$ cat src/emb_consts.svh
// Purpose: Offsets, field positions, reset values and counts of the bus control block
// Assumes: 32-bit APB with one aligned word per register
// Notes: Definitions only
`ifndef EMB_CONSTS_SVH
`define EMB_CONSTS_SVH

// Register byte offsets
`define EMB_OFF_CTRL_A 8'h00
`define EMB_OFF_CTRL_B 8'h04

// Control A fields
`define EMB_A_ENABLE_BIT 7
`define EMB_A_LIMIT_HI 6
`define EMB_A_LIMIT_LO 4
`define EMB_A_UPPER_HI 3
`define EMB_A_UPPER_LO 2
`define EMB_A_LOWER_HI 1
`define EMB_A_LOWER_LO 0

// Control B fields
`define EMB_B_KEEPER_BIT 7
`define EMB_B_MASK_HI 2
`define EMB_B_MASK_LO 0
`define EMB_B_WRITABLE 8'h87

// Reset values
`define EMB_CTRL_A_RESET 8'h00
`define EMB_CTRL_B_RESET 8'h00

// Sector granule is 0x2000 bytes, so the limit sits at bit 13 and above
`define EMB_SECTOR_SHIFT 13

// Pin indices of the control group
`define EMB_CTL_ALE 2
`define EMB_CTL_RD 1
`define EMB_CTL_WR 0

// Wait code with an idle cycle after the access
`define EMB_WS_GAP 2'h3
// Strobe cycles with no wait state
`define EMB_STROBE_BASE 2'h1

`endif

$ cat src/emb_pkg.sv
// Purpose: Types shared by the bus control block
// Assumes: Constants come from emb_consts.svh
// Notes: Types only
package emb_pkg;

    // Access sequencer states, one-hot
    typedef enum logic [5:0] {
        S_IDLE   = 6'b000001,
        S_ALE    = 6'b000010,
        S_LATCH  = 6'b000100,
        S_STROBE = 6'b001000,
        S_HOLD   = 6'b010000,
        S_GAP    = 6'b100000
    } emb_state_t;

    // Two-bit wait-state code
    typedef logic [1:0] emb_ws_t;

endpackage

$ cat src/emb_sect_if.sv
// Purpose: Carries an access address and sector settings to the decoder and its answer back
// Assumes: Purely combinational exchange
// Notes: ctl drives the request, dec drives the answer
`timescale 1ns/100ps
interface emb_sect_if;
    logic [15:0] addr;
    logic [2:0] limit;
    emb_pkg::emb_ws_t upper_ws;
    emb_pkg::emb_ws_t lower_ws;
    logic is_ext;
    logic is_upper;
    emb_pkg::emb_ws_t ws;

    modport ctl (output addr, output limit, output upper_ws, output lower_ws,
                 input is_ext, input is_upper, input ws);
    modport dec (input addr, input limit, input upper_ws, input lower_ws,
                 output is_ext, output is_upper, output ws);
endinterface

$ cat src/emb_sector.sv
// Purpose: Internal/external split and sector wait-state selection for one address
// Assumes: Internal memory spans 0 up to INTERNAL_SRAM_END
// Notes: Combinational only
`timescale 1ns/100ps
`include "emb_consts.svh"
module emb_sector #(
    parameter logic [15:0] INTERNAL_SRAM_END = 16'h10ff
) (
    emb_sect_if.dec sif
);
    logic [15:0] boundary;

    // Boundary is the limit times 0x2000
    assign boundary = {sif.limit, 13'h0};

    assign sif.is_ext = (sif.addr > INTERNAL_SRAM_END);

    // zero limit means one upper sector
    assign sif.is_upper = (sif.limit == 3'h0) || (sif.addr >= boundary);

    assign sif.ws = sif.is_upper ? sif.upper_ws : sif.lower_ws;
endmodule

$ cat src/emb_ctrl.sv
// Purpose: External memory bus control with APB registers, pin takeover and wait states
// Assumes: Core access port and all pins synchronous to MCLK; pins settle within a cycle
// Notes: All top outputs are registered; one external access in flight at a time
//
// Added by the designer: the register offsets and the APB interface to the registers.
`timescale 1ns/100ps
`include "emb_consts.svh"
module emb_ctrl #(
    parameter logic [15:0] INTERNAL_SRAM_END = 16'h10ff
) (
    input wire logic MCLK,
    input wire logic RESETN,
    input wire logic CE,
    input wire logic PSEL,
    input wire logic PENABLE,
    input wire logic PWRITE,
    input wire logic [7:0] PADDR,
    input wire logic [31:0] PWDATA,
    output logic PREADY,
    output logic PSLVERR,
    output logic [31:0] PRDATA,
    input wire logic CORE_REQ,
    input wire logic CORE_WE,
    input wire logic [15:0] CORE_ADDR,
    input wire logic [7:0] CORE_WDATA,
    output logic CORE_BUSY,
    output logic CORE_DONE,
    output logic CORE_EXT,
    output logic [7:0] CORE_RDATA,
    input wire logic [7:0] PORTA_VAL,
    input wire logic [7:0] PORTA_DIR,
    input wire logic [7:0] PORTC_VAL,
    input wire logic [7:0] PORTC_DIR,
    input wire logic [2:0] PORTG_VAL,
    input wire logic [2:0] PORTG_DIR,
    input wire logic [7:0] AD_I,
    output logic [7:0] AD_O,
    output logic [7:0] AD_OE,
    output logic [7:0] PC_O,
    output logic [7:0] PC_OE,
    output logic [2:0] CTL_O,
    output logic [2:0] CTL_OE,
    output logic KEEP_EN,
    output logic [7:0] KEEP_VAL
);

    // Pins still carrying address for a given mask value
    function automatic logic [7:0] hi_pins(input logic [2:0] m);
        logic [7:0] r;
        r = 8'hff >> m;
        if (m == 3'h7) begin
            r = 8'h00;
        end
        return r;
    endfunction

    // Extra strobe cycles for a wait code
    function automatic logic [1:0] strobe_extra(input emb_pkg::emb_ws_t c);
        logic [1:0] r;
        r = c;
        if (c == `EMB_WS_GAP) begin
            r = 2'h2;
        end
        return r;
    endfunction

    // Control registers
    logic [7:0] ctrl_a_reg;
    logic [7:0] ctrl_b_reg;
    logic en;
    logic [2:0] mask;
    logic [7:0] ctrl_b_view;

    // APB signals
    logic sel_a;
    logic sel_b;
    logic mapped;
    logic setup;
    logic wr_take;
    logic [7:0] rd_byte;

    // Sequencer
    emb_pkg::emb_state_t state_reg;
    emb_pkg::emb_state_t state_next;
    logic [15:0] addr_reg;
    logic [15:0] addr_next;
    logic [7:0] wdata_reg;
    logic [7:0] wdata_next;
    logic we_reg;
    logic we_next;
    logic ext_reg;
    logic ext_next;
    emb_pkg::emb_ws_t ws_reg;
    emb_pkg::emb_ws_t ws_next;
    logic [1:0] cnt_reg;
    logic [1:0] cnt_next;
    logic accept;
    logic done_next;
    logic capture;

    // Pin next values
    logic [7:0] ad_o_next;
    logic [7:0] ad_oe_next;
    logic [7:0] pc_o_next;
    logic [7:0] pc_oe_next;
    logic [2:0] ctl_o_next;
    logic [2:0] ctl_oe_next;
    logic [7:0] pc_sel;
    logic [7:0] pad_level;

    emb_sect_if sif ();

    // Sector decode of the requested address
    emb_sector #(
        .INTERNAL_SRAM_END(INTERNAL_SRAM_END)
    ) u_sector (
        .sif(sif)
    );

    assign sif.addr = CORE_ADDR;
    assign sif.limit = ctrl_a_reg[`EMB_A_LIMIT_HI:`EMB_A_LIMIT_LO];
    assign sif.upper_ws = ctrl_a_reg[`EMB_A_UPPER_HI:`EMB_A_UPPER_LO];
    assign sif.lower_ws = ctrl_a_reg[`EMB_A_LOWER_HI:`EMB_A_LOWER_LO];

    assign en = ctrl_a_reg[`EMB_A_ENABLE_BIT];
    assign mask = ctrl_b_reg[`EMB_B_MASK_HI:`EMB_B_MASK_LO];

    // reserved bits never stored, read zero
    assign ctrl_b_view = ctrl_b_reg & `EMB_B_WRITABLE;

    // APB decode; one wait-free access phase, unmapped answers with error
    assign sel_a = (PADDR == `EMB_OFF_CTRL_A);
    assign sel_b = (PADDR == `EMB_OFF_CTRL_B);
    assign mapped = sel_a || sel_b;
    assign setup = PSEL && !PENABLE;
    assign wr_take = PSEL && PENABLE && PREADY && PWRITE && mapped;
    assign rd_byte = sel_a ? ctrl_a_reg : (sel_b ? ctrl_b_view : 8'h00);

    // APB answer registers
    always_ff @(posedge MCLK or negedge RESETN) begin
        if (!RESETN) begin
            PREADY <= 1'b0;
            PSLVERR <= 1'b0;
            PRDATA <= 32'h00000000;
        end else if (CE) begin
            PREADY <= setup;
            PSLVERR <= setup && !mapped;
            PRDATA <= {24'h000000, (setup && !PWRITE) ? rd_byte : 8'h00};
        end
    end

    // Control register writes take effect at the completing edge
    always_ff @(posedge MCLK or negedge RESETN) begin
        if (!RESETN) begin
            ctrl_a_reg <= `EMB_CTRL_A_RESET;
            ctrl_b_reg <= `EMB_CTRL_B_RESET;
        end else if (CE && wr_take) begin
            if (sel_a) begin
                ctrl_a_reg <= PWDATA[7:0];
            end else begin
                ctrl_b_reg <= PWDATA[7:0] & `EMB_B_WRITABLE;
            end
        end
    end

    // New requests only in idle; busy ones are ignored
    assign accept = CORE_REQ && (state_reg == emb_pkg::S_IDLE);

    // Sequencer next state
    always_comb begin
        state_next = state_reg;
        addr_next = addr_reg;
        wdata_next = wdata_reg;
        we_next = we_reg;
        ext_next = ext_reg;
        ws_next = ws_reg;
        cnt_next = cnt_reg;
        done_next = 1'b0;
        capture = 1'b0;
        case (state_reg)
            emb_pkg::S_IDLE: begin
                if (accept) begin
                    addr_next = CORE_ADDR;
                    wdata_next = CORE_WDATA;
                    we_next = CORE_WE;
                    ext_next = sif.is_ext;
                    ws_next = sif.ws;
                    if (en) begin
                        // internal ones still pulse the latch strobe
                        state_next = emb_pkg::S_ALE;
                    end else begin
                        // disabled, nothing goes out or aliases
                        done_next = 1'b1;
                    end
                end
            end
            emb_pkg::S_ALE: begin
                state_next = emb_pkg::S_LATCH;
            end
            emb_pkg::S_LATCH: begin
                if (ext_reg) begin
                    // base strobe plus extra wait cycles
                    cnt_next = strobe_extra(ws_reg);
                    state_next = emb_pkg::S_STROBE;
                end else begin
                    state_next = emb_pkg::S_IDLE;
                    done_next = 1'b1;
                end
            end
            emb_pkg::S_STROBE: begin
                if (cnt_reg == 2'h0) begin
                    capture = !we_reg;
                    state_next = emb_pkg::S_HOLD;
                end else begin
                    cnt_next = cnt_reg - 2'h1;
                end
            end
            emb_pkg::S_HOLD: begin
                // idle cycle before the next address
                if (ws_reg == `EMB_WS_GAP) begin
                    state_next = emb_pkg::S_GAP;
                end else begin
                    state_next = emb_pkg::S_IDLE;
                    done_next = 1'b1;
                end
            end
            emb_pkg::S_GAP: begin
                state_next = emb_pkg::S_IDLE;
                done_next = 1'b1;
            end
            default: begin
                state_next = emb_pkg::S_IDLE;
            end
        endcase
    end

    // Sequencer registers
    always_ff @(posedge MCLK or negedge RESETN) begin
        if (!RESETN) begin
            state_reg <= emb_pkg::S_IDLE;
            addr_reg <= 16'h0000;
            wdata_reg <= 8'h00;
            we_reg <= 1'b0;
            ext_reg <= 1'b0;
            ws_reg <= 2'h0;
            cnt_reg <= 2'h0;
        end else if (CE) begin
            state_reg <= state_next;
            addr_reg <= addr_next;
            wdata_reg <= wdata_next;
            we_reg <= we_next;
            ext_reg <= ext_next;
            ws_reg <= ws_next;
            cnt_reg <= cnt_next;
        end
    end

    // Core answer; unserved reads return zero
    always_ff @(posedge MCLK or negedge RESETN) begin
        if (!RESETN) begin
            CORE_BUSY <= 1'b0;
            CORE_DONE <= 1'b0;
            CORE_EXT <= 1'b0;
            CORE_RDATA <= 8'h00;
        end else if (CE) begin
            CORE_BUSY <= (state_next != emb_pkg::S_IDLE);
            CORE_DONE <= done_next;
            if (done_next) begin
                CORE_EXT <= ext_next && en;
            end
            if (accept) begin
                CORE_RDATA <= 8'h00;
            end else if (capture) begin
                CORE_RDATA <= AD_I;
            end
        end
    end

    // Low byte lines: address, then write data, else float
    always_comb begin
        ad_o_next = PORTA_VAL;
        ad_oe_next = PORTA_DIR;
        if (en) begin
            ad_o_next = addr_next[7:0];
            ad_oe_next = 8'h00;
            case (state_next)
                // address held through the latch fall
                emb_pkg::S_ALE, emb_pkg::S_LATCH: begin
                    ad_oe_next = 8'hff;
                end
                emb_pkg::S_STROBE, emb_pkg::S_HOLD: begin
                    ad_o_next = wdata_next;
                    ad_oe_next = {8{we_next}};
                end
                default: begin
                    ad_oe_next = 8'h00;
                end
            endcase
        end
    end

    // Control pins: latch strobe high only in address cycle, strobes low active
    always_comb begin
        ctl_o_next = PORTG_VAL;
        ctl_oe_next = PORTG_DIR;
        if (en) begin
            ctl_oe_next = 3'h7;
            ctl_o_next[`EMB_CTL_ALE] = (state_next == emb_pkg::S_ALE);
            // strobes move only for external accesses
            ctl_o_next[`EMB_CTL_RD] = !((state_next == emb_pkg::S_STROBE) && !we_next);
            ctl_o_next[`EMB_CTL_WR] = !((state_next == emb_pkg::S_STROBE) && we_next);
        end
    end

    // zero mask keeps all pins on address
    // mask trims high pins from the top
    assign pc_sel = en ? hi_pins(mask) : 8'h00;

    // released pins fall back to port settings
    genvar gi;
    generate
        for (gi = 0; gi < 8; gi++) begin : g_pc
            assign pc_o_next[gi] = pc_sel[gi] ? addr_next[8 + gi] : PORTC_VAL[gi];
            assign pc_oe_next[gi] = pc_sel[gi] ? 1'b1 : PORTC_DIR[gi];
        end
    endgenerate

    // Keeper watches what the pad shows
    assign pad_level = (AD_O & AD_OE) | (AD_I & ~AD_OE);

    // enabled pins driven by the interface
    always_ff @(posedge MCLK or negedge RESETN) begin
        if (!RESETN) begin
            AD_O <= 8'h00;
            AD_OE <= 8'h00;
            PC_O <= 8'h00;
            PC_OE <= 8'h00;
            CTL_O <= 3'h0;
            CTL_OE <= 3'h0;
        end else if (CE) begin
            AD_O <= ad_o_next;
            AD_OE <= ad_oe_next;
            PC_O <= pc_o_next;
            PC_OE <= pc_oe_next;
            CTL_O <= ctl_o_next;
            CTL_OE <= ctl_oe_next;
        end
    end

    always_ff @(posedge MCLK or negedge RESETN) begin
        if (!RESETN) begin
            KEEP_EN <= 1'b0;
            KEEP_VAL <= 8'h00;
        end else if (CE) begin
            KEEP_EN <= ctrl_b_reg[`EMB_B_KEEPER_BIT];
            KEEP_VAL <= pad_level;
        end
    end

    // reachable space follows from INTERNAL_SRAM_END and the mask
    // ALE low after the address cycle relies on an external transparent latch
endmodule

$ cat config.mk
export PLATFORM = sky130hd
export DESIGN_NAME = emb_ctrl
export DESIGN_NICKNAME = d
export VERILOG_FILES = /design/src/emb_pkg.sv /design/src/emb_sect_if.sv /design/src/emb_sector.sv /design/src/emb_ctrl.sv
export VERILOG_INCLUDE_DIRS = /design/src
export SDC_FILE = /design/constraint.sdc
export NUM_CORES = 1
export LEC_CHECK = 0
export BUFFER_PORTS_ARGS = -buffer_cell sky130_fd_sc_hd__clkbuf_2
export CAP_MARGIN = 20
export CORE_MARGIN = 3
export CORE_UTILIZATION = 50
export CTS_CLUSTER_DIAMETER = 150
export DETAILED_ROUTE_END_ITERATION = 10
export PLACE_DENSITY = 0.82
export SLEW_MARGIN = 5
export SYNTH_ARGS = -nofsm -noshare
export SYNTH_HDL_FRONTEND = slang
export SYNTH_SLANG_ARGS = --single-unit
$ cat constraint.sdc
create_clock -name MCLK -period 2.55 [get_ports MCLK]
set_input_delay 0.51 -clock MCLK [delete_from_list [all_inputs] [get_ports MCLK]]
set_output_delay 0.51 -clock MCLK [all_outputs]
set_load 0.01 [all_outputs]
Yosys cells after proc, flatten, opt, wreduce, memory -nomap -nowiden
Index checks and enable logic that the tools add are counted.
{ "word_totals": {"latch_bits": 0, "elab_cells": 138, "out_inout_bits": 92, "ff_bits": 116, "mem_count": 0, "mem_bits_ro": 0, "ramBits": 0} }
{ "op_classes": {"n_mux": 55, "n_mul": 0, "n_eq_ne": 16, "n_div": 0, "n_shift": 1, "n_lt_le_gt_ge": 2, "bitwise_logic": 5, "n_addsub": 1, "reduce_logical": 34} }
{ "ops": {"columns": ["op", "count"], "rows": [
  ["8-bit 2-to-1 mux", 12],
  ["16-bit 2-to-1 mux", 2],
  ["6-bit case mux with 5 select lines", 1],
  ["1-bit 2-to-1 mux", 26],
  ["6-bit 2-to-1 mux", 4],
  ["8-bit bitwise AND", 2],
  ["16-bit >= comparator", 1],
  ["16-bit by 13-bit greater-than comparator with 1-bit output, second input constant", 1],
  ["8-bit case mux with 2 select lines", 1],
  ["6-bit by 2-bit == test with 1-bit output, second input constant", 2],
  ["6-bit by 3-bit == test with 1-bit output, second input constant", 2],
  ["6-bit by 4-bit == test with 1-bit output, second input constant", 2],
  ["6-bit by 5-bit == test with 1-bit output, second input constant", 2],
  ["1-bit logical AND", 12],
  ["8-bit by 3-bit == test with 1-bit output, second input constant", 1],
  ["8-bit zero test", 1],
  ["2-bit 2-to-1 mux", 4],
  ["8-bit NOT", 1],
  ["8-bit bitwise OR", 1],
  ["2-bit AND reduction", 4],
  ["8-bit by 3-bit >> shifter with 8-bit output, first input constant", 1],
  ["1-bit zero test", 7],
  ["6-bit by 1-bit == test with 1-bit output, second input constant", 1],
  ["6-bit == test, second input constant", 1],
  ["17 further kinds", 22]
]} }

Logic depth before layout (Yosys ltp)
{ "logic_depth": {"word_depth": 8, "mapped_depth": 9, "ltp_nobuf": 7} }

Hierarchy
From an unflattened synthesis, not the netlist that was laid out.
{ "hier_totals": {"cells_unflattened": 548, "area_unflattened_um2": 5901.9} }
{ "by_module_without_submodules": {"columns": ["module", "n_inst", "seq_area_each_um2", "area_per_inst_um2", "cells_per_inst"], "rows": [
  ["emb_ctrl", 1, 2904.0, 5715.5, 527],
  ["emb_sector", 1, 0.0, 186.4, 21]
]} }

Least setup slack after synthesis
OpenSTA, ideal clock, no wires.
{ "synth_timing": {"path_type": "input to register", "startpoint": "input port PADDR[5]", "endpoint": "register ctrl_a_reg[1]", "setup_slack_ns": 0.522, "arrival_time_ns": 1.903, "stages": 4, "setup_time_ns": 0.125, "path_buffers": 1, "cell_sequence": "or4_1 nor4_2 buf_4 mux2_2"} }
{ "synth_between": {"elab_chain_len": 5, "word_cells_on_any_way": 6, "cone_classes": "eq/ne: 1; reduce/logical: 5"} }
{ "synth_rtl": {"columns": ["element", "line", "text"], "rows": [
  ["from (decl)", "emb_ctrl.sv:17", "input wire logic [7:0] PADDR,"],
  ["8-bit by 3-bit == test with 1-bit output (no line) / 8-bit zero test (equally long branches)", null, null],
  ["1-bit logical OR", "emb_ctrl.sv:134", "assign mapped = sel_a || sel_b;"],
  ["1-bit logical AND", "emb_ctrl.sv:136", "assign wr_take = PSEL && PENABLE && PREADY && PWRITE && mapped;"],
  ["1-bit logical AND", "emb_ctrl.sv:157", "end else if (CE && wr_take) begin"],
  ["2-bit AND reduction (no line) *", null, null],
  ["to (signal assigned)", "emb_ctrl.sv:155", "ctrl_a_reg <= `EMB_CTRL_A_RESET;"],
  ["to (signal assigned)", "emb_ctrl.sv:159", "ctrl_a_reg <= PWDATA[7:0];"],
  ["to (decl)", "emb_ctrl.sv:68", "logic [7:0] ctrl_a_reg;"]
]} }
Every way passes the cells marked *; elsewhere a longest branch is shown, timed or not.
A chain may end at the register's enable or synchronous reset.

Worst setup path after layout
{ "layout_timing": {"startpoint": "register state_reg[2]", "endpoint": "register AD_O[1]"} }
{ "layout_between": {"elab_chain_len": 8, "word_cells_on_any_way": 19, "cone_classes": "eq/ne: 7; mux: 10; reduce/logical: 2"} }
{ "layout_rtl": {"columns": ["element", "line", "text"], "rows": [
  ["from (decl)", "emb_ctrl.sv:83", "emb_pkg::emb_state_t state_reg;"],
  ["from (signal assigned)", "emb_ctrl.sv:240", "state_reg <= emb_pkg::S_IDLE;"],
  ["from (signal assigned)", "emb_ctrl.sv:248", "state_reg <= state_next;"],
  ["6-bit by 1-bit == test with 1-bit output", "emb_ctrl.sv:167, emb_ctrl.sv:180", null],
  ["1-bit logical AND", "emb_ctrl.sv:167", "assign accept = CORE_REQ && (state_reg == emb_pkg::S_IDLE);"],
  ["6-bit 2-to-1 mux", "emb_ctrl.sv:182", "if (accept) begin"],
  ["6-bit case mux with 5 select lines", "emb_ctrl.sv:180", "case (state_reg)"],
  ["6-bit by 4-bit == test with 1-bit output / 6-bit by 5-bit == test with 1-bit output (equally long branches)", "emb_ctrl.sv:286", "case (state_next)"],
  ["2-bit OR reduction", "emb_ctrl.sv:286", null],
  ["8-bit 2-to-1 mux *", "emb_ctrl.sv:286", null],
  ["8-bit 2-to-1 mux *", "emb_ctrl.sv:283", "if (en) begin"],
  ["to (signal assigned)", "emb_ctrl.sv:341", "AD_O <= ad_o_next;"],
  ["to (decl)", "emb_ctrl.sv:37", "output logic [7:0] AD_O,"]
]} }
Marks and branches as above.

==> results.cfg <==
[critical_path]
rr_worst_depth = 5
rrSetupSlack_ps = 210
slowest_stage = and2_2
arrival_ps = 2620
timing.rr.start = state_reg[2]
critPathCaptureType = flip-flop
cp_cell_sequence = nor4_4, and2_2, buf_4, mux2i_1, o221ai_1
required_ps = 2830
regToRegEndpoint = AD_O[1]
path_max_fanout = 19
start_kind = flip-flop
worstSetupPathType = reg -> reg
slowest_delay_ps = 580

[clock_network]
tritoncts = yes
clk_latency_ps = 410
numCtsBuffers = 17
clkTransAtPathRegs_ps = 50
clockBufferDepth = 2
postCtsHoldBufs = 0
postCtsSetupBuffers = 0
htree_levels = 4
clock-sinks = 116
ctsResizeCount = 0
clock-root-buffer = clkbuf_16

[synthesis]
ys.flop_type = dfrtp_1
synth-seq-cells = 116
yosys_warnings = 0
yosysTopAreaCellShare = 0.4971
async_reset_ff_frac = 1.000
synth_area_per_cell_um2 = 9.779
syn-cell-area_um2 = 5789
yosysTopAreaCell = dfrtp_1
synth-edff-count = 0
ys_seq_area_frac = 0.5016
synth_common_cells = dfrtp_1, nand2_1, nor2_1, mux2i_1, a21oi_1
synth_cells = 592
yosysUniqueCellTypes = 57
synthTopCellsByArea = dfrtp_1, nand2_1, mux2i_1, mux2_2, buf_4
synth.most_common_cell = dfrtp_1

[layout]
layout.filler_cells = 913
largest_register_ffs = 16
layout-drive-gt1-share = 0.3338
syn2layout_area_growth_pct = 25.11
num_antenna_cells = 0
nets = 872

[sta]
finalClockSkew_ps = 8.218
setup_ws_ps = 209.5
worst_pin_slew_ps = 607.5
finalSetupViolCount = 0
hold_viol_final = 0
period_share = 0.9179
slew_headroom = 0.5928
layout_min_cycle_time_ps = 2341
grt_setup_unrepaired = false
final_max_slew_viol_count = 0
clock.fmax_ghz = 0.4273
tns_ps = 0

[routing]
postRouteAntennaNets = 0
route.vias.total = 4903
drcViolationCount = 0
routed_wl_um = 15460
firstDrtPassIters = 4
via_per_inst = 5.442
drtIter0Drc = 322
post_drt_wl_per_cell_um = 17.16

[die]
core-area_um2 = 11080
die_area_um2 = 12910
die_h_um = 113.6
rows = 38
ioPinCount = 210
start_util = 0.5226
die_w_um = 113.6

[placed_design]
dpl_worst_slack_ps = 129.9
place_hpwl_um = 11250
io_buffers = 161
gp_congestion = 0.8539

[hold_path]
min_path_type = in -> async

[grt]
antenna_found_initial = 0
grt_pass1_vias = 5080
grt_pass1_wl_um = 25360
grt_max_degree = 55
grt_overflow_total = 0
grtUsageTotal = 0.2491

[flow_run]
maxCapViolations = 0

[power_and_ir_drop]
p_leak_nw = 3.524
ir_drop_mv = 0.4807
powerDensity_nw_per_um2 = 960.2

[outcome]
status = finished, final reports clean
through the flow:
| stage | instance area, um2 | instances | power, mW | utilization | hold WS (ps) |
|---|---|---|---|---|---|
| 2_1_floorplan | 5876 | 615 | 3.803 | - | 214.4 |
| 3_3_place_gp | 6620 | 871 | 4.344 | 0.5976 | 457.1 |
| 3_5_place_dp | 6620 | 871 | 4.441 | 0.5976 | 462.1 |
| 4_1_cts | 7243 | 901 | 6.988 | 0.6538 | 80.96 |
| 5_1_grt | 7243 | 901 | 7.327 | 0.6538 | 99.63 |
| 6_report | 7243 | 901 | 6.955 | 0.6538 | 71.13 |
logic make-up (layout without fill, tap and decap cells):
logic type | count (synthesis) | after routing | share of synthesized area
other | 1 | 24 | 0.0006477
buffers and inverters | 83 | 229 | 0.07867
muxes | 59 | 59 | 0.1098
xor gates and xnor gates | 1 | 1 | 0.001513
and+or+nand+nor | 213 | 213 | 0.1740
adders and majority gates | 4 | 4 | 0.008645
DFF | 116 | 116 | 0.5016
AOI/OAI and AO/OA | 115 | 115 | 0.1251
layout by cell type, fill, tap and decap left out, drive strengths merged, types with 2 or more instances in the layout:
cell / count
o21ai: 38
nand2: 104
ha: 4
o221ai: 10
nor4b: 2
a31o: 9
nor2b: 18
nor2: 44
nand3: 8
a21oi: 35
clkinvlp: 2
nand4b: 2
a31oi: 10
nand2b: 2
nor3: 4
mux2i: 35
mux2: 23
nor4: 5
a22oi: 6
or4: 5
nand3b: 2
dfrtp: 115
or2: 9
buf: 14
nand4: 2
bufinv: 4
clkbuf: 181
inv: 27
conb: 24
per-layer routing:
| metal | track usage | vias up | routed length [um] |
|---|---|---|---|
| met5 | 0 | - | 0 |
| met4 | 0.08494 | 0 | 285 |
| met3 | 0.06472 | 25 | 1215 |
| met2 | 0.4185 | 197 | 7605 |
| met1 | 0.3136 | 2374 | 6356 |
| li1 | - | 2307 | - |
worst max-delay path: cells and delay by family, from the launching register on:
family / cells / cell delay [ps]
compound gates: 1 / 140
simple gates: 2 / 950
flops: 1 / 490
buf+inv: 1 / 350
mux: 1 / 270
worst max path at each step:
stage                             start       endpoint
after floorplan                PADDR[5]  ctrl_a_reg[1]
after global placement    CORE_ADDR[10]       CORE_EXT
after detailed placement  CORE_ADDR[10]       CORE_EXT
after CTS                  state_reg[2]        AD_O[2]
after global routing       state_reg[2]        AD_O[1]
final                      state_reg[2]        AD_O[1]
layout make-up:
type | count | area [um2] | area share
flip-flops and latches | 116 | 2904 | 0.4009
multi-input cells | 416 | 2517 | 0.3476
repair buffers | 173 | 925.9 | 0.1278
clock buffers | 22 | 474.2 | 0.06547
well taps | 140 | 175.2 | 0.02418
clock inverters | 8 | 148.9 | 0.02056
inverters | 26 | 97.59 | 0.01347
power breakdown:
group | internal, mW | switching [mW] | leakage (nW)
combinational | 0.812 | 0.927 | 1.81
sequential | 2.32 | 0.376 | 1.42
clock | 1.70 | 0.820 | 0.299
total | 4.83 | 2.12 | 3.52
No activity file was read; power rests on OpenSTA's default activity.
